**src/design/sddma_pkg.sv**
```systemverilog
package sddma_pkg;

    // apb register byte addresses
    localparam logic [11:0] SDDMA_PIN_CFG_OFS = 12'h094;
    localparam logic [11:0] SDDMA_WIN_CFG_OFS = 12'h098;

    // reset values of both registers
    localparam logic [31:0] SDDMA_PIN_CFG_RST = 32'h0000_0000;
    localparam logic [31:0] SDDMA_WIN_CFG_RST = 32'h0000_0000;

    // field positions in the window register
    localparam int SDDMA_BASE_LSB = 4;
    localparam int SDDMA_BASE_MSB = 15;
    localparam int SDDMA_EXT_BIT = 3;
    localparam int SDDMA_WIDTH_LSB = 1;
    localparam int SDDMA_DEC_BIT = 0;

    // request pin selection
    typedef enum logic [1:0] {
        SDDMA_PIN_NONE = 2'b00,
        SDDMA_PIN_SPKR = 2'b01,
        SDDMA_PIN_IOIS = 2'b10,
        SDDMA_PIN_INPK = 2'b11
    } sddma_pin_t;

    // card side transfer width
    typedef enum logic [1:0] {
        SDDMA_W8 = 2'b00,
        SDDMA_W16 = 2'b01,
        SDDMA_WRSV2 = 2'b10,
        SDDMA_WRSV3 = 2'b11
    } sddma_width_t;

    // host i/o probe and its answer
    typedef struct packed {
        logic valid;
        logic [31:0] addr;
    } sddma_io_req_t;

    typedef struct packed {
        logic hit;
        logic [3:0] index;
    } sddma_io_rsp_t;

endpackage : sddma_pkg

```
**src/design/sddma_regs.sv**
```systemverilog
`timescale 1ns/1ns
// Overview of operation
// - pin register bits 31..2 read zero
// - two-bit field picks request pin, reset none
// - window register bits 31..16 read zero
// - base field gives address bits 15..4
// - low four base bits zero, 16-byte window
// - extended addressing bit reads zero always
// - width field 8 or 16 bit, reset 8
// - decode bit enables window, reset off
// - never transfer wider than 16 bits
module sddma_regs
    import sddma_pkg::*;
(
    // clock and reset
    input wire logic CLK_I,
    input wire logic SYS_RST_I,
    // apb slave
    input wire logic PSEL_I,
    input wire logic PENABLE_I,
    input wire logic PWRITE_I,
    input wire logic [11:0] PADDR_I,
    input wire logic [31:0] PWDATA_I,
    input wire logic [3:0] PSTRB_I,
    output logic [31:0] PRDATA_O,
    output logic PREADY_O,
    output logic PSLVERR_O,
    // host i/o decode probe
    input wire sddma_io_req_t IO_REQ_I,
    output sddma_io_rsp_t IO_RSP_O,
    // socket request candidates
    input wire logic SKT_SPKR_I,
    input wire logic SKT_IOIS16_I,
    input wire logic SKT_INPACK_I,
    // dma request seen by the engine and its width
    output logic DMA_REQ_O,
    output logic DMA_WIDE_O
);

    // stored fields
    logic [1:0] pin_sel_q;     // request_pin_select
    logic [11:0] base_q;       // window_base_address
    logic [1:0] width_q;       // transfer_width
    logic dec_en_q;            // window_decode_enable

    // window match, shared by the decoder and its checks; the upper half
    // must be zero so the window can never leave the low 64K of i/o space
    function automatic logic win_match(input logic [31:0] addr, input logic [11:0] base);
        win_match = (addr[31:16] == 16'h0000) && (addr[15:4] == base);
    endfunction : win_match

    // bus phase decode
    wire setup_ph = PSEL_I & ~PENABLE_I;
    wire pin_hit = (PADDR_I == SDDMA_PIN_CFG_OFS);
    wire win_hit = (PADDR_I == SDDMA_WIN_CFG_OFS);
    wire mapped = pin_hit | win_hit;
    wire wr_pin = setup_ph & PWRITE_I & pin_hit & PSTRB_I[0];
    wire wr_win_lo = setup_ph & PWRITE_I & win_hit & PSTRB_I[0];
    wire wr_win_hi = setup_ph & PWRITE_I & win_hit & PSTRB_I[1];

    // read views; reserved and fixed bits are zero
    wire [31:0] pin_view = {30'h0000_0000, pin_sel_q};
    wire [31:0] win_view = {16'h0000, base_q, 1'b0, width_q, dec_en_q};
    wire [31:0] rd_mux = pin_hit ? pin_view : (win_hit ? win_view : 32'h0000_0000);

    // i/o window decode: upper half zero, base matches
    wire io_hit = IO_REQ_I.valid & dec_en_q
        & win_match(IO_REQ_I.addr, base_q);

    // request pin steering; none means no request at all
    logic req_sel;
    always_comb begin
        unique case (sddma_pin_t'(pin_sel_q))
            SDDMA_PIN_NONE: req_sel = 1'b0;
            SDDMA_PIN_SPKR: req_sel = SKT_SPKR_I;
            SDDMA_PIN_IOIS: req_sel = SKT_IOIS16_I;
            SDDMA_PIN_INPK: req_sel = SKT_INPACK_I;
        endcase
    end

    // register writes take effect at the setup edge; the access phase then
    // completes with pready, so the write is visible before the master leaves
    always_ff @(posedge CLK_I) begin
        if (SYS_RST_I) begin
            pin_sel_q <= SDDMA_PIN_CFG_RST[1:0];
            base_q <= SDDMA_WIN_CFG_RST[SDDMA_BASE_MSB:SDDMA_BASE_LSB];
            width_q <= SDDMA_WIN_CFG_RST[2:1];
            dec_en_q <= SDDMA_WIN_CFG_RST[SDDMA_DEC_BIT];
        end else begin
            if (wr_pin) begin
                pin_sel_q <= PWDATA_I[1:0];
            end
            if (wr_win_lo) begin
                base_q[3:0] <= PWDATA_I[7:4];
                width_q <= PWDATA_I[2:1];
                dec_en_q <= PWDATA_I[SDDMA_DEC_BIT];
            end
            if (wr_win_hi) begin
                base_q[11:4] <= PWDATA_I[15:8];
            end
        end
    end

    // apb answer: one wait-free access phase, data captured in setup
    always_ff @(posedge CLK_I) begin
        if (SYS_RST_I) begin
            PREADY_O <= 1'b0;
            PRDATA_O <= 32'h0000_0000;
            PSLVERR_O <= 1'b0;
        end else begin
            PREADY_O <= setup_ph;
            PRDATA_O <= (setup_ph & ~PWRITE_I) ? rd_mux : 32'h0000_0000;
            PSLVERR_O <= setup_ph & ~mapped;
        end
    end

    // registered outputs toward io decode and dma engine
    always_ff @(posedge CLK_I) begin
        if (SYS_RST_I) begin
            IO_RSP_O <= '0;
            DMA_REQ_O <= 1'b0;
            DMA_WIDE_O <= 1'b0;
        end else begin
            IO_RSP_O.hit <= io_hit;
            IO_RSP_O.index <= io_hit ? IO_REQ_I.addr[3:0] : 4'h0;
            DMA_REQ_O <= req_sel;
            // reserved widths fall back to 8 bit; nothing above 16 exists
            DMA_WIDE_O <= (width_q == SDDMA_W16);
        end
    end

    // checks
    a_pin_none_quiet: assert property (@(posedge CLK_I) disable iff (SYS_RST_I)
        (pin_sel_q == 2'b00) |=> !DMA_REQ_O) else $error("request seen with no pin");
    a_win_reserved_zero: assert property (@(posedge CLK_I) disable iff (SYS_RST_I)
        (setup_ph && !PWRITE_I && win_hit) |=> (PRDATA_O[31:16] == 16'h0000 && !PRDATA_O[3]))
        else $error("window reserved bits nonzero");
    a_pin_reserved_zero: assert property (@(posedge CLK_I) disable iff (SYS_RST_I)
        (setup_ph && !PWRITE_I && pin_hit) |=> (PRDATA_O[31:2] == 30'h0))
        else $error("pin reserved bits nonzero");
    a_decode_off_nohit: assert property (@(posedge CLK_I) disable iff (SYS_RST_I)
        !dec_en_q |=> !IO_RSP_O.hit) else $error("decode while disabled");
    a_decode_hit: assert property (@(posedge CLK_I) disable iff (SYS_RST_I)
        (IO_REQ_I.valid && dec_en_q && IO_REQ_I.addr[31:4] == {16'h0000, base_q})
        |=> IO_RSP_O.hit) else $error("window access not claimed");
    a_high_addr_miss: assert property (@(posedge CLK_I) disable iff (SYS_RST_I)
        (IO_REQ_I.addr[31:16] != 16'h0000) |=> !IO_RSP_O.hit) else $error("claim above 64K");
    a_width_narrow: assert property (@(posedge CLK_I) disable iff (SYS_RST_I)
        (width_q != 2'b01) |=> !DMA_WIDE_O) else $error("wide transfer not selected");
    a_pin_write_back: assert property (@(posedge CLK_I) disable iff (SYS_RST_I)
        wr_pin |=> (pin_sel_q == $past(PWDATA_I[1:0]))) else $error("pin field not stored");
    a_reset_zero: assert property (@(posedge CLK_I)
        SYS_RST_I |=> (pin_sel_q == 2'b00 && base_q == 12'h000 && !dec_en_q && width_q == 2'b00))
        else $error("register not cleared by reset");

    // bus answer is a single cycle, never stretched
    a_ready_one_cycle: assert property (@(posedge CLK_I) disable iff (SYS_RST_I)
        PREADY_O |=> !PREADY_O)
        else $error("ready held too long");

    // every setup is answered in the very next cycle
    a_ready_after_setup: assert property (@(posedge CLK_I) disable iff (SYS_RST_I)
        setup_ph |=> PREADY_O)
        else $error("setup not answered");

    // unmapped offsets flag an error and read zero
    a_err_unmapped: assert property (@(posedge CLK_I) disable iff (SYS_RST_I)
        (setup_ph && !mapped) |=> (PSLVERR_O && PRDATA_O == 32'h0000_0000))
        else $error("unmapped access not refused");

    // read data is zero outside a read answer
    a_idle_data_zero: assert property (@(posedge CLK_I) disable iff (SYS_RST_I)
        !setup_ph |=> (PRDATA_O == 32'h0000_0000))
        else $error("read data outside answer");

    // pin field reads back what is stored
    a_pin_read_value: assert property (@(posedge CLK_I) disable iff (SYS_RST_I)
        (setup_ph && !PWRITE_I && pin_hit) |=> (PRDATA_O[1:0] == $past(pin_sel_q)))
        else $error("pin field read wrong");

    // base and width read back what is stored
    a_win_read_value: assert property (@(posedge CLK_I) disable iff (SYS_RST_I)
        (setup_ph && !PWRITE_I && win_hit)
        |=> (PRDATA_O[15:4] == $past(base_q) && PRDATA_O[2:1] == $past(width_q)))
        else $error("window fields read wrong");

    // full base written when both low lanes strobe
    a_win_write_base: assert property (@(posedge CLK_I) disable iff (SYS_RST_I)
        (wr_win_lo && wr_win_hi) |=> (base_q == $past(PWDATA_I[15:4])))
        else $error("base not stored");

    // width field stored as written, reserved codes too
    a_width_write: assert property (@(posedge CLK_I) disable iff (SYS_RST_I)
        wr_win_lo |=> (width_q == $past(PWDATA_I[2:1])))
        else $error("width not stored");

    // decode bit stored as written
    a_decode_write: assert property (@(posedge CLK_I) disable iff (SYS_RST_I)
        wr_win_lo |=> (dec_en_q == $past(PWDATA_I[0])))
        else $error("decode bit not stored");

    // sixteen bit code drives the wide indication
    a_wide_follow: assert property (@(posedge CLK_I) disable iff (SYS_RST_I)
        (width_q == 2'b01) |=> DMA_WIDE_O)
        else $error("wide width not shown");

    // speaker pin steered when selected
    a_req_spkr: assert property (@(posedge CLK_I) disable iff (SYS_RST_I)
        (pin_sel_q == 2'b01) |=> (DMA_REQ_O == $past(SKT_SPKR_I)))
        else $error("speaker pin not steered");

    // io16 pin steered when selected
    a_req_iois: assert property (@(posedge CLK_I) disable iff (SYS_RST_I)
        (pin_sel_q == 2'b10) |=> (DMA_REQ_O == $past(SKT_IOIS16_I)))
        else $error("io16 pin not steered");

    // input acknowledge pin steered when selected
    a_req_inpk: assert property (@(posedge CLK_I) disable iff (SYS_RST_I)
        (pin_sel_q == 2'b11) |=> (DMA_REQ_O == $past(SKT_INPACK_I)))
        else $error("inpack pin not steered");

    // low four address bits pick the register inside the window
    a_index_on_hit: assert property (@(posedge CLK_I) disable iff (SYS_RST_I)
        (IO_REQ_I.valid && dec_en_q && win_match(IO_REQ_I.addr, base_q))
        |=> (IO_RSP_O.index == $past(IO_REQ_I.addr[3:0])))
        else $error("window index wrong");

    // index stays zero when nothing is claimed
    a_index_on_miss: assert property (@(posedge CLK_I) disable iff (SYS_RST_I)
        !io_hit |=> (IO_RSP_O.index == 4'h0))
        else $error("index without claim");

    // other bases are never claimed
    a_base_mismatch: assert property (@(posedge CLK_I) disable iff (SYS_RST_I)
        (IO_REQ_I.addr[15:4] != base_q) |=> !IO_RSP_O.hit)
        else $error("claim at wrong base");

    // no probe, no claim
    a_no_probe_nohit: assert property (@(posedge CLK_I) disable iff (SYS_RST_I)
        !IO_REQ_I.valid |=> !IO_RSP_O.hit)
        else $error("claim without probe");

    // a read leaves the stored fields alone
    a_read_no_change: assert property (@(posedge CLK_I) disable iff (SYS_RST_I)
        (setup_ph && !PWRITE_I) |=> ($stable(pin_sel_q) && $stable(base_q)))
        else $error("read altered a field");

    // writes to unmapped offsets are ignored
    a_unmapped_keep: assert property (@(posedge CLK_I) disable iff (SYS_RST_I)
        (setup_ph && PWRITE_I && !mapped) |=> ($stable(dec_en_q) && $stable(base_q)))
        else $error("unmapped write stored");

    // reset quiets every output
    a_reset_outputs: assert property (@(posedge CLK_I)
        SYS_RST_I |=> (!PREADY_O && !DMA_REQ_O && !DMA_WIDE_O && !IO_RSP_O.hit))
        else $error("output active after reset");

    // the access phase itself is never answered again
    a_access_quiet: assert property (@(posedge CLK_I) disable iff (SYS_RST_I)
        (PSEL_I && PENABLE_I) |=> !PREADY_O)
        else $error("access phase answered twice");

    // a pin write without lane zero is dropped
    a_pin_lane_ignore: assert property (@(posedge CLK_I) disable iff (SYS_RST_I)
        (setup_ph && PWRITE_I && pin_hit && !PSTRB_I[0]) |=> $stable(pin_sel_q))
        else $error("pin written without strobe");

    // upper base bits need lane one
    a_win_lane_ignore: assert property (@(posedge CLK_I) disable iff (SYS_RST_I)
        (setup_ph && PWRITE_I && win_hit && !PSTRB_I[1])
        |=> (base_q[11:4] == $past(base_q[11:4])))
        else $error("base written without strobe");

    // mapped offsets never flag an error
    a_err_mapped_ok: assert property (@(posedge CLK_I) disable iff (SYS_RST_I)
        (setup_ph && mapped) |=> !PSLVERR_O)
        else $error("mapped access refused");

    // error only shows with ready
    a_err_needs_ready: assert property (@(posedge CLK_I) disable iff (SYS_RST_I)
        PSLVERR_O |-> PREADY_O)
        else $error("error without ready");

    // data only shows with ready
    a_data_needs_ready: assert property (@(posedge CLK_I) disable iff (SYS_RST_I)
        (PRDATA_O != 32'h0000_0000) |-> PREADY_O)
        else $error("data without ready");

    // a claim needs decoding on in the cycle before
    a_hit_needs_enable: assert property (@(posedge CLK_I) disable iff (SYS_RST_I)
        IO_RSP_O.hit |-> $past(dec_en_q))
        else $error("claim with decode off");

    // extended addressing bit never reads one
    a_ext_read_zero: assert property (@(posedge CLK_I) disable iff (SYS_RST_I)
        (setup_ph && !PWRITE_I) |=> !PRDATA_O[3])
        else $error("extended bit reads one");

endmodule : sddma_regs

```
**config.mk**
```make
export PLATFORM = sky130hd
export DESIGN_NAME = sddma_regs
export DESIGN_NICKNAME = d
export VERILOG_FILES = /design/src/design/sddma_pkg.sv /design/src/design/sddma_regs.sv
export SDC_FILE = /design/constraint.sdc
export NUM_CORES = 1
export LEC_CHECK = 0
export BUFFER_PORTS_ARGS = -buffer_cell sky130_fd_sc_hd__buf_2
export CAP_MARGIN = 20
export CORE_MARGIN = 1
export CORE_UTILIZATION = 36
export CTS_CLUSTER_SIZE = 8
export DETAILED_ROUTE_END_ITERATION = 8
export GPL_TIMING_DRIVEN = 0
export PLACE_DENSITY = 0.76
export SLEW_MARGIN = 30
export SYNTH_ARGS = -nofsm -noshare
export SYNTH_HDL_FRONTEND = slang
export SYNTH_SLANG_ARGS = --single-unit
```
**constraint.sdc**
```tcl
create_clock -name CLK_I -period 1.49 [get_ports CLK_I]
set_input_delay 0.298 -clock CLK_I [delete_from_list [all_inputs] [get_ports CLK_I]]
set_output_delay 0.298 -clock CLK_I [all_outputs]
set_load 0.01 [all_outputs]
```
# Yosys cells after proc, flatten, opt, wreduce, memory -nomap -nowiden
# Index checks and enable logic that the tools add are counted.
# totals
register_bits	41
latchBits	0
ramBits	0
rom_bits	0
in_bits	89
output_inout_bits	41
word_cells	47
n_memories	0
# op_classes
addsub	0
mul	0
div_mod_pow	0
n_lt_le_gt_ge	0
eq_ne	7
shifts	0
muxes	3
n_bitwise	18
n_reduce_logical	6
# ops
cell	count
$eq 12x8->1 const B	2
$logic_not 16->1	1
$eq 12x12->1	1
$and 1x1->1	11
$not 1->1	6
$eq 2x1->1 const B	2
$eq 2x2->1 const B	2
$mux 2	2
$pmux 1 s4	1
$reduce_or 2->1	2
$reduce_or 4->1	1
$logic_not 2->1	1
$logic_and 1x1->1	1
$or 1x1->1	1

# Depth between registers and ports, before layout
# Gate-level depths: netlist of the first run.
# logic_depth
depth_word	5
ltp_mapped	5
depth_no_buf	4

# Worst setup path after synthesis of the first run
# OpenSTA, ideal clock, no wires.
# synth_path
path_type	input to register
from	in PADDR_I[1]
to	reg base_q[11]
setup_ns	0.128
arrival_time_ns	1.374
t_required_ns	1.362
path_slack_ns	-0.012
path_stages	4
path_buffers	0
path_cell_list	nor4b_1 nand4_2 mux2i_1 nor2_1
# synth_via
elab_chain_len	3
# synth_rtl
element	line_no	text
from (decl)	sddma_regs.sv:22	input wire logic [11:0] PADDR_I,
$eq 12x8->1	sddma_regs.sv:55	wire win_hit = (PADDR_I == SDDMA_WIN_CFG_OFS);
$and 1x1->1 (2 in a row)	sddma_regs.sv:59	wire wr_win_hi = setup_ph & PWRITE_I & win_hit & PSTRB_I[1];
to (signal assigned)	sddma_regs.sv:86	base_q <= SDDMA_WIN_CFG_RST[SDDMA_BASE_MSB:SDDMA_BASE_LSB];
to (signal assigned)	sddma_regs.sv:99	base_q[11:4] <= PWDATA_I[15:8];
to (decl)	sddma_regs.sv:42	logic [11:0] base_q;
# Every way passes these cells.
# A chain may end at the register's enable or synchronous reset.

# Worst setup path after layout of the first run
# layout_path
from	in PENABLE_I
to	reg PRDATA_O[5]
# layout_via
elab_chain_len	5
# layout_rtl
element	line_no	text
from (decl)	sddma_regs.sv:20	input wire logic PENABLE_I,
$not 1->1	sddma_regs.sv:53	wire setup_ph = PSEL_I & ~PENABLE_I;
$and 1x1->1	sddma_regs.sv:53	
$and 1x1->1	sddma_regs.sv:112	PRDATA_O <= (setup_ph & ~PWRITE_I) ? rd_mux : 32'h0000_0000;
$not 1->1 (no line)	n/a	
$reduce_or 4->1 (no line)	n/a	
to (signal assigned)	sddma_regs.sv:112	
to (decl)	sddma_regs.sv:25	output logic [31:0] PRDATA_O,
# Every way passes these cells.

==> out/qor_table.md, run 1 <==
| Step | Metric | Value |
|---|---|---|
| logic synthesis | Yosys Warn Count | 0 |
| setup path | Count of cell instances traversed by the critical path | 5 |
| sta | Final count of pins violating max slew | 0 |
| sta | Minimum hold slack | 0.220 ns |
| status | Run status | completed |
| setup path | Launching element type of the critical path | input port |
| cells and area | Filler-free cell count of the finished design | 355 |
| cts | Number of clock sinks seen by CTS | 41 |
| logic synthesis | Cell area after synthesis | 1760 um^2 |
| cells and area | Final net count | 376 |
| setup path | Number of buffers and inverters on the critical path | 2 |
| pwr | Total Power | 2.20 mW |
| hold path | Instance count along the most critical hold path | 3 |
| cts | Buffer depth of the longest clock path | 2 |
| detailed routing | Wire length reported by the detailed router | 3870 um |
| sta | Pin slew with the least headroom to its limit | 0.516 ns |
| cts | Clock latency at the later pin of the worst-skew pair | 0.29 ns |
| global route | Total gr overflow | 0 |
| place | Placed wire-length estimate | 3060 um |
| sta | Total count of hold-check failures in the final report | 0 |
| setup path | Critical setup path kind | in -> reg |
| detailed routing | Post-route DRC violation count | 0 |
| setup path | Top delay family on crit path | simple AND/OR/NAND/NOR gates |
| detailed routing | Routed metal-1 wire length | 1580 um |
| logic synthesis | Yosys top cell area share | 46.6% |
| global route | Maximum number of pins on one net before global-route repair | 15 |
| logic synthesis | Avg Synthesized Cell Area | 10.5 um^2 |
| floorplanning | Overall die area | 5170 um^2 |
| sta | Final critical delay including setup and external delays | 1.44 ns |
| cells and area | Leading cell types in the layout, fill and taps excluded | sky130_fd_sc_hd__buf_2, sky130_fd_sc_hd__dfxtp_1, sky130_fd_sc_hd__nor2_1 |
| sta | Worst setup margin | 0.0515 ns |
| place | Port bufs | 93 |
| logic synthesis | Number of instances in the synthesized netlist | 168 |
| sta | Final TNS setup | 0 ns |
| place | Placed instance count | 344 |
| flow run | Max-capacitance violation count | 0 |
| floorplanning | Top-level port count | 130 |
| setup path | Worst Reg2Reg Path Length in Cells | 5 |
| detailed routing | Wire length on met2 | 1920 um |
| setup path | Type of element capturing the critical path | register |
| sta | Period utilization | 96.5% |
| detailed routing | Number of DRC violations after detailed-routing iteration 0 | 25 |
| place | Worst setup slack before clock tree synthesis | -0.273 ns |
| detailed routing | DR WL met3 | 316 um |
| cts | Clock transition time at the flip-flop clock pins of the worst setup and hold paths | 0.08 ns |
| cts | Cell chosen for the clock root | sky130_fd_sc_hd__clkbuf_8 |
| global route | Global-route wire length before repair | 5780 um |
| pwr | Leakage component of the power | 1.42 nW |
| global route | Number of antenna violations at the first check in global routing | 0 |
| floorplanning | Starting utilization of the core area | 37.3% |
| detailed routing | Average via count per standard cell | 4.25 |
| floorplanning | Number of cell rows | 25 |
| detailed routing | Vias | 1,507 |
| logic synthesis | Biggest area contributors in the synthesized netlist | sky130_fd_sc_hd__dfxtp_1, sky130_fd_sc_hd__mux2i_1, sky130_fd_sc_hd__buf_4 |
| detailed routing | Top Metal Used | met4 |
| cts | Hold Buf Count CTS | 0 |
| cells and area | Most frequent standard cell in the layout excluding fill and tap cells | sky130_fd_sc_hd__buf_2 |
| pwr | Areal power density over the cells | 870 nW/um^2 |
| logic synthesis | Count of distinct cell types in the synthesized netlist | 28 |
| setup path | Critical-path cell list | buf_2 > or3b_2 > nor4_4 > buf_6 > and2_2 |
| sta | Setup violators final | 0 |
| floorplanning | Overall die width | 71.9 um |
| hold path | Class of the worst hold path | in -> reg |
| global route | Number of global-route vias before repair | 1,347 |
| detailed routing | Post-DR wirelength/cell | 10.9 um |
| logic synthesis | Sequential-to-total area share from yosys stat | 46.6% |
| pwr | Worst voltage drop across the vdd grid | 0.406 mV |
| setup path | Worst path required time | 1.73 ns |
| setup path | Critical Path Max Stage Delay | 0.54 ns |
| sta | Max_slew headroom | 65.6% |
| cells and area | Layout Area Growth over Synthesis | 43.5% |
| detailed routing | Count of TritonRoute iterations in the first routing pass | 4 |
| cts | Number of buffers inserted during clock tree synthesis | 5 |
| cells and area | Diode insertion count for antenna repair | 0 |
| logic synthesis | Post-synthesis register bit count | 41 |
| cts | Clock tree from TritonCTS | yes |
| logic synthesis | Post-synth top area cell | sky130_fd_sc_hd__dfxtp_1 |
| detailed routing | Antenna violation net count after detailed routing | 0 |
| cts | Number of levels the H-tree was split into | 2 |
| sta | Achievable frequency | 695 MHz |
| place | Final GP Congestion | 0.754 |
| cells and area | Share of cells above drive strength 1 | 51.0% |
| sta | Unrepaired setup endpoints after global routing | yes |
| sta | Post-route clock skew | 0.00557 ns |
| setup path | Largest fanout of any net on the critical path | 10 |
| global route | Global Route Usage Sum | 14.7% |
| floorplanning | DIE HEIGHT | 71.9 um |
| floorplanning | Core outline area | 4720 um^2 |
| setup path | Standard cell with the maximum stage delay on the critical path | sky130_fd_sc_hd__or3b_2 |
| setup path | Arrival time of the worst setup path | 1.68 ns |
==> cells in the mapped netlist (all sizes together) <==
library cell / count
a21oi: 2
a22o: 2
and2: 13
and4b: 3
buf: 18
clkbuf: 2
conb: 1
dfxtp: 41
inv: 5
mux2: 1
mux2i: 17
nand2: 2
nand3: 1
nand3b: 2
nand4: 4
nor2: 23
nor3: 5
nor3b: 1
nor4: 7
nor4b: 5
or3b: 1
xor2: 12
==> flip-flops by register name (all words and copies together), names as in the netlist <==
register,count
PRDATA_O,15
base_q,12
IO_RSP_O,5
pin_sel_q,2
width_q,2
DMA_REQ_O,1
DMA_WIDE_O,1
PREADY_O,1
PSLVERR_O,1
dec_en_q,1
==> layout make-up <==
class,instances,area [um^2]
inverters,5,18.8
well taps,67,83.8
multi-input cells,118,853
clock buffers,5,68.8
clock inverters,3,46.3
repair buffers,96,488
fillers,441,2200
flip-flops and latches,41,821
plain buffers,20,146
==> where the power goes <==
group          switching (mW)  internal, mW  leakage, nW  total [mW]
Combinational          0.0943         0.118         1.03       0.212
Clock                   0.389         0.501       0.0543       0.890
Sequential           0.000379          1.10        0.330        1.10
Total                   0.483          1.72         1.42        2.20
==> worst register-to-register path: stages, from the launching register on <==
cell and delay, ns:
sky130_fd_sc_hd__dfxtp_1 0.33, sky130_fd_sc_hd__xor2_1 0.17, sky130_fd_sc_hd__nor4_2 0.31, sky130_fd_sc_hd__nand3_1 0.11
sky130_fd_sc_hd__buf_4 0.17, sky130_fd_sc_hd__nor3_1 0.13
==> cell families after synthesis <==
family                    count (synthesis)  share of synthesized area [%]
and+or+nand+nor                          67                           25.8
DFF                                      41                           46.6
buffers and inverters                    25                           9.38
muxes                                    18                           10.3
xor gates and xnor gates                 12                           5.97
AOI/OAI and AO/OA                         4                           1.71
other                                     1                          0.213
==> worst paths after layout <==
check / slack, ns / to / from
hold reg to reg: 0.46 / DMA_WIDE_O / width_q[1]
hold / removal: 0.22 / IO_RSP_O[0] / IO_REQ_I[0]
setup reg to reg: 0.18 / IO_RSP_O[1] / base_q[9]
setup / recovery: 0.05 / PRDATA_O[5] / PENABLE_I
==> layer usage <==
metal  track usage [%]  up-vias
li1                  -      775
met1              16.3      657
met2              26.6       71
met3              4.72        4
met4              5.01        0
met5                 0        -
==> metrics by stage <==
step | area (um^2) | util, %
after detailed placement | 2380 | 50.3
after floorplan | 1830 | -
after CTS | 2490 | 52.7
after global routing | 2530 | 53.5
final | 2530 | 53.5
after global placement | 2380 | 50.3
==> what timing repair did <==
item	4_1_cts	5_1_grt
setup buffers	0	3
gates resized for setup	0	2
endpoints found under the setup margin	0	20
No activity file was read; power rests on OpenSTA's default activity.
==> run 2: changes to the inputs <==
- CORE_UTILIZATION: 36 -> 40
- PLACE_DENSITY: 0.76 -> 0.8
- RECOVER_POWER: unset -> 100
- clock period: 1.49 -> 1.5 ns (I/O delays scaled with it)
==> run 2 against run 1 <==
Global-route usage is 2.7 points higher. Cell count shrank 5.6%. Setup slack improved by 0.010 ns. Clock skew is 0.0021 ns lower.
==> out/qor_table.md, run 2 (synthesized netlist as in run 1, its figures left out) <==
| Step | Metric | Value | vs previous |
|---|---|---|---|
| status | Run status | completed |  |
| sta | Final critical delay including setup and external delays | 1.44 ns |  |
| cells and area | Final net count | 373 | -0.80% |
| cts | Clock tree from TritonCTS | yes |  |
| cells and area | Diode insertion count for antenna repair | 0 | unchanged |
| place | Placed wire-length estimate | 2980 um | -2.7% |
| floorplanning | Core outline area | 4120 um^2 | -13% |
| setup path | Largest fanout of any net on the critical path | 10 | unchanged |
| place | Port bufs | 93 | unchanged |
| global route | Maximum number of pins on one net before global-route repair | 15 | unchanged |
| cts | Cell chosen for the clock root | sky130_fd_sc_hd__clkbuf_8 |  |
| cts | Clock latency at the later pin of the worst-skew pair | 0.29 ns | about the same |
| cells and area | Layout Area Growth over Synthesis | 38.5% |  |
| setup path | Reg2Reg Launch Point | base_q[9] |  |
| cells and area | Most flops, register | PRDATA_O |  |
| cells and area | Number of filler cells placed in the layout | 390 | -12% |
| floorplanning | Number of cell rows | 23 | -8.0% |
| hold path | Class of the worst hold path | in -> reg |  |
| hold path | Instance count along the most critical hold path | 3 | unchanged |
| setup path | Worst path required time | 1.74 ns | about the same |
| cts | Number of buffers inserted during clock tree synthesis | 5 | unchanged |
| cells and area | Largest registers | PRDATA_O x15, base_q x12, IO_RSP_O x5 |  |
| sta | Total count of hold-check failures in the final report | 0 | unchanged |
| setup path | Type of element capturing the critical path | register |  |
| floorplanning | DIE HEIGHT | 68.3 um | -5.0% |
| floorplanning | Overall die area | 4670 um^2 | -9.7% |
| global route | Global Route Usage Sum | 17.4% | +2.7 points |
| setup path | Reg-to-Reg End | IO_RSP_O[3] |  |
| sta | Unrepaired setup endpoints after global routing | yes |  |
| global route | Global-route wire length before repair | 5870 um | +1.6% |
| cells and area | Leading cell types in the layout, fill and taps excluded | sky130_fd_sc_hd__buf_2, sky130_fd_sc_hd__dfxtp_1, sky130_fd_sc_hd__clkbuf_1 |  |
| detailed routing | Vias | 1,515 | +0.53% |
| cells and area | Share of cells above drive strength 1 | 40.7% | -10 points |
| cells and area | Most frequent standard cell in the layout excluding fill and tap cells | sky130_fd_sc_hd__buf_2 |  |
| sta | Setup violators final | 0 | unchanged |
| floorplanning | Top-level port count | 130 | unchanged |
| sta | Post-route clock skew | 0.00342 ns | -0.00215 ns |
| detailed routing | Post-DR wirelength/cell | 11.2 um | +2.7% |
| flow run | Max-capacitance violation count | 0 | unchanged |
| detailed routing | Average via count per standard cell | 4.52 | +6.5% |
| global route | Number of antenna violations at the first check in global routing | 0 | unchanged |
| floorplanning | Overall die width | 68.3 um | -5.0% |
| place | Placed instance count | 327 | -4.9% |
| cts | Number of levels the H-tree was split into | 2 | unchanged |
| sta | Achievable frequency | 695 MHz |  |
| setup path | Arrival time of the worst setup path | 1.68 ns | about the same |
| place | Final GP Congestion | 0.795 | +5.4% |
| sta | Minimum hold slack | 0.220 ns | -0.000218 ns |
| cts | Buffer depth of the longest clock path | 2 | unchanged |
| global route | Number of global-route vias before repair | 1,369 | +1.6% |
| cells and area | Number of flip-flops in the largest register | 15 | unchanged |
| cts | Hold Buf Count CTS | 0 | unchanged |
| sta | Final count of pins violating max slew | 0 | unchanged |
| cts | Number of clock sinks seen by CTS | 41 | unchanged |
| global route | Total gr overflow | 0 | unchanged |
| sta | Period utilization | 95.9% |  |
| detailed routing | Antenna violation net count after detailed routing | 0 | unchanged |
| setup path | Setup slack of the worst register-to-register path | 0.14 ns | -0.04 ns |
| setup path | Critical setup path kind | in -> reg |  |
| cells and area | Filler-free cell count of the finished design | 335 | -5.6% |
| pwr | Worst voltage drop across the vdd grid | 0.588 mV | +45% |
| floorplanning | Starting utilization of the core area | 42.8% | +5.5 points |
| setup path | Worst Reg2Reg Path Length in Cells | 4 | -1 |
| hold path | End point of the worst hold path | IO_RSP_O[1] |  |
| setup path | Launching element type of the critical path | input port |  |
| pwr | Leakage component of the power | 1.29 nW | -9.0% |
| detailed routing | Post-route DRC violation count | 0 | unchanged |
| detailed routing | Wire length reported by the detailed router | 3750 um | -3.1% |
| cts | Clock transition time at the flip-flop clock pins of the worst setup and hold paths | 0.08 ns | about the same |
| detailed routing | Number of DRC violations after detailed-routing iteration 0 | 42 | +68% |
| detailed routing | Count of TritonRoute iterations in the first routing pass | 4 | unchanged |
| pwr | Areal power density over the cells | 895 nW/um^2 | +2.9% |
| hold path | Worst Min Path Start | IO_REQ_I[1] |  |
==> run 2: cell count changes in the layout (fill, tap and decap cells not counted) <==
cell                       before  now
sky130_fd_sc_hd__nor4_1         4    6
sky130_fd_sc_hd__clkbuf_1       2   28
sky130_fd_sc_hd__buf_4         20   17
sky130_fd_sc_hd__buf_2         93   67
sky130_fd_sc_hd__nor4_2         2    0
==> run 2: timing repair <==
| action | in CTS | in global routing |
|---|---|---|
| cloned | 0 | 0 |
| gates resized for setup | 1 | 0 |
| setup endpoints to repair | 15 | 11 |
| pin swaps | 0 | 1 |
| buffers inserted | 0 | 0 |
==> run 2: routing by layer <==
metal	vias up	GRT usage, %	share of wire, %
li1	771	-	-
met1	671	18.0	40
met4	0	5.99	1.5
met3	6	7.50	8.8
met2	67	31.0	50
met5	-	0	0
==> run 2: power by group <==
group	switching [mW]	internal [mW]
logic	0.0904	0.115
clock network	0.390	0.498
registers	0.000456	1.09
total	0.481	1.70
==> run 2: critical path: stages <==
cell	delay (ns)
sky130_fd_sc_hd__buf_2	0.10
sky130_fd_sc_hd__or3b_2	0.54
sky130_fd_sc_hd__nor4_4	0.40
sky130_fd_sc_hd__buf_6	0.19
sky130_fd_sc_hd__and2_2	0.14
==> run 2: area by class of cell <==
class	instances	area, um^2	area share, %
Buffer	20	146	6.01
Clock buffer	5	68.8	2.82
Clock inverter	3	46.3	1.90
Inverter	5	18.8	0.770
Multi-Input combinational cell	118	841	34.5
Sequential cell	41	821	33.7
Tap cell	50	62.6	2.57
Timing Repair Buffer	93	433	17.8
==> run 2: worst max path at each step <==
stage	to	depth (start not counted)	slack [ns]	startpoint
after floorplan	base_q[11]	4	0.001	PADDR_I[1]
after global placement	base_q[10]	5	-0.41	PADDR_I[1]
after detailed placement	base_q[10]	5	-0.42	PADDR_I[1]
after CTS	PRDATA_O[7]	6	0.05	PADDR_I[6]
after global routing	base_q[6]	5	-0.003	PADDR_I[1]
final	PRDATA_O[7]	5	0.06	PENABLE_I
==> run 2: per-stage QoR <==
stage | setup slack, ns | cell area [um^2] | utilization [%] | TNS, ns | power [mW]
detailed placement | -0.417 | 2350 | 57.1 | -8.72 | 1.32
global placement | -0.408 | 2350 | 57.1 | -8.30 | 1.32
floorplan | 0.00127 | 1820 | - | 0 | 1.21
CTS | 0.0518 | 2470 | 60.0 | 0 | 2.20
finish | 0.0619 | 2440 | 59.2 | 0 | 2.18
global route | -0.00314 | 2440 | 59.2 | -0.00314 | 2.27
==> run 3: changes to the inputs <==
- PLACE_DENSITY: 0.8 -> unset
- PLACE_DENSITY_LB_ADDON: unset -> 0.25
- RECOVER_POWER: 100 -> unset
==> run 3 against run 2 <==
Critical path type unchanged. Critical path depth up 1. Core utilization up 0.79 points. Hold slack better by 0.0060 ns. Sequential share of layout area down 0.44 points. Die area unchanged. Via count down 1.3%. Flip-flop and latch count unchanged. Setup slack better by 0.025 ns.
==> out/qor_table.md, run 3 (synthesized netlist as in run 1, its figures left out) <==
| Step | Metric | Value | vs previous |
|---|---|---|---|
| status | Run status | completed |  |
| cells and area | Utilization after layout | 60.0% | +0.79 points |
| setup path | Reg2Reg Launch Point | base_q[9] |  |
| floorplanning | Core outline area | 4120 um^2 | unchanged |
| setup path | Launching element type of the critical path | input port |  |
| cells and area | Cell area after layout | 2470 um^2 | +1.3% |
| sta | Achievable frequency | 707 MHz | +1.7% |
| cts | Number of clock sinks seen by CTS | 41 | unchanged |
| hold path | End point of the worst hold path | IO_RSP_O[3] |  |
| detailed routing | Post-DR wirelength/cell | 11.3 um | +1.4% |
| detailed routing | Count of TritonRoute iterations in the first routing pass | 4 | unchanged |
| detailed routing | Average via count per standard cell | 4.43 | -2.1% |
| cts | Buffer depth of the longest clock path | 2 | unchanged |
| pwr | Leakage component of the power | 1.40 nW | +9.0% |
| hold path | Worst Min Path Start | IO_REQ_I[3] |  |
| cells and area | Number of filler cells placed in the layout | 382 | -2.1% |
| cts | Clock latency at the later pin of the worst-skew pair | 0.29 ns | about the same |
| floorplanning | Overall die area | 4670 um^2 | unchanged |
| setup path | Worst Reg2Reg Path Length in Cells | 4 | unchanged |
| detailed routing | Vias | 1,496 | -1.3% |
| floorplanning | Starting utilization of the core area | 42.8% | unchanged |
| cells and area | Most frequent standard cell in the layout excluding fill and tap cells | sky130_fd_sc_hd__buf_2 |  |
| global route | Total gr overflow | 0 | unchanged |
| cts | Clock transition time at the flip-flop clock pins of the worst setup and hold paths | 0.08 ns | about the same |
| global route | Maximum number of pins on one net before global-route repair | 14 | -1 |
| cells and area | Share of cells above drive strength 1 | 50.7% | +10 points |
| pwr | Worst voltage drop across the vdd grid | 0.389 mV | -34% |
| cells and area | Final net count | 376 | +0.80% |
| sta | Max_slew headroom | 66.1% |  |
| cells and area | Combined area of the multi-input logic cells | 847 um^2 | +0.74% |
| floorplanning | Overall die width | 68.3 um | unchanged |
| global route | Global Route Usage Sum | 16.4% | -1.0 points |
| place | Area after detailed placement | 2350 um^2 | unchanged |
| cells and area | Leading cell types in the layout, fill and taps excluded | sky130_fd_sc_hd__buf_2, sky130_fd_sc_hd__dfxtp_1, sky130_fd_sc_hd__nor2_1 |  |
| detailed routing | Number of DRC violations after detailed-routing iteration 0 | 52 | +24% |
| sta | Final count of pins violating max slew | 0 | unchanged |
| cells and area | Largest registers | PRDATA_O x15, base_q x12, IO_RSP_O x5 |  |
| cells and area | Combined flip-flop and latch cell area | 821 um^2 | unchanged |
| setup path | Launch point of the worst path | PADDR_I[6] |  |
| cts | Number of buffers inserted during clock tree synthesis | 5 | unchanged |
| setup path | Arrival time of the worst setup path | 1.65 ns | -0.03 ns |
| sta | Final critical delay including setup and external delays | 1.41 ns | -0.0245 ns |
| sta | Setup violators final | 0 | unchanged |
| flow run | Max-capacitance violation count | 0 | unchanged |
| place | Port bufs | 93 | unchanged |
| setup path | Worst path required time | 1.74 ns | about the same |
| place | Final GP Congestion | 0.715 | -10% |
| global route | Number of antenna violations at the first check in global routing | 0 | unchanged |
| hold path | Instance count along the most critical hold path | 3 | unchanged |
| floorplanning | Top-level port count | 130 | unchanged |
| global route | Global-route wire length before repair | 5480 um | -6.6% |
| setup path | Largest fanout of any net on the critical path | 10 | unchanged |
| cts | Cell chosen for the clock root | sky130_fd_sc_hd__clkbuf_8 |  |
| floorplanning | DIE HEIGHT | 68.3 um | unchanged |
| setup path | Critical setup path kind | in -> reg |  |
| cells and area | Diode insertion count for antenna repair | 0 | unchanged |
| place | Placed wire-length estimate | 3060 um | +3.0% |
| setup path | Setup slack of the worst register-to-register path | 0.20 ns | +0.06 ns |
| sta | Unrepaired setup endpoints after global routing | no |  |
| sta | Pin slew with the least headroom to its limit | 0.508 ns |  |
| pwr | Areal power density over the cells | 809 nW/um^2 | -9.6% |
| setup path | Type of element capturing the critical path | register |  |
| sta | Period utilization | 94.2% | -1.6 points |
| detailed routing | Wire length reported by the detailed router | 3830 um | +2.3% |
| cts | Number of levels the H-tree was split into | 2 | unchanged |
| detailed routing | Antenna violation net count after detailed routing | 0 | unchanged |
| sta | Post-route clock skew | 0.00417 ns | +0.000746 ns |
| floorplanning | Number of cell rows | 23 | unchanged |
| hold path | Class of the worst hold path | in -> reg |  |
| cells and area | Most flops, register | PRDATA_O |  |
| sta | Total count of hold-check failures in the final report | 0 | unchanged |
| cells and area | Layout Area Growth over Synthesis | 40.3% |  |
| detailed routing | Post-route DRC violation count | 0 | unchanged |
| cells and area | Number of flip-flops in the largest register | 15 | unchanged |
| global route | Number of global-route vias before repair | 1,282 | -6.4% |
| setup path | Reg-to-Reg End | IO_RSP_O[1] |  |
| cts | Clock tree from TritonCTS | yes |  |
[run 3: cell count changes in the layout (fill, tap and decap cells not counted), sizes merged]
cell,change
buf,+29
clkbuf,-26
bufinv,-1
clkinv,+1
[run 3: per-layer routing]
metal  track usage [%]  wire length [um]  vias to the layer above
met3              6.17               335                        7
met4              6.51                51                        0
li1                  -                 -                      776
met2              28.6              1840                       64
met1              17.6              1610                      649
met5                 0                 0                        -
[run 3: report_power, final]
part	internal [mW]	switching, mW
clock	0.321	0.378
combinational	0.117	0.0928
sequential	1.09	0.000413
[run 3: critical path, stage by stage]
cell	delay [ns]
sky130_fd_sc_hd__buf_2	0.11
sky130_fd_sc_hd__nor4b_4	0.41
sky130_fd_sc_hd__nand2_2	0.14
sky130_fd_sc_hd__nor4_4	0.36
sky130_fd_sc_hd__buf_6	0.19
sky130_fd_sc_hd__and2_2	0.14
[run 3: worst max-delay path by stage]
stage	to	depth (start not counted)
after floorplan	base_q[11]	4
after global placement	base_q[6]	5
after detailed placement	base_q[8]	5
after CTS	base_q[0]	5
after global routing	PRDATA_O[10]	6
final	PRDATA_O[5]	6
[run 3: layout make-up]
type / count / share of cell area, %
clock inverter: 3 / 0.709
buffer: 20 / 5.93
timing repair buffer: 96 / 19.8
clock buffer: 5 / 2.79
tap: 50 / 2.53
inverter: 5 / 0.760
sequential: 41 / 33.2
multi-input combinational: 118 / 34.3
[run 3: timing repair]
item	4_1_cts	5_1_grt
buffers inserted	1	2
endpoints found under the setup margin	24	19
hold buffers	0	0
pin swaps	3	1
gates resized for setup	0	2
[run 3: stage by stage]
step                instances  setup slack, ns  power (mW)  hold WS, ns  setup TNS, ns
floorplan                 184          0.00127        1.21        0.412              0
global placement          327           -0.351        1.32        0.447          -8.67
detailed placement        327           -0.411        1.32        0.453          -9.54
CTS                       336          0.00137        2.01        0.226              0
global route              338           0.0384        2.09        0.212              0
finish                    338           0.0864        2.00        0.226              0
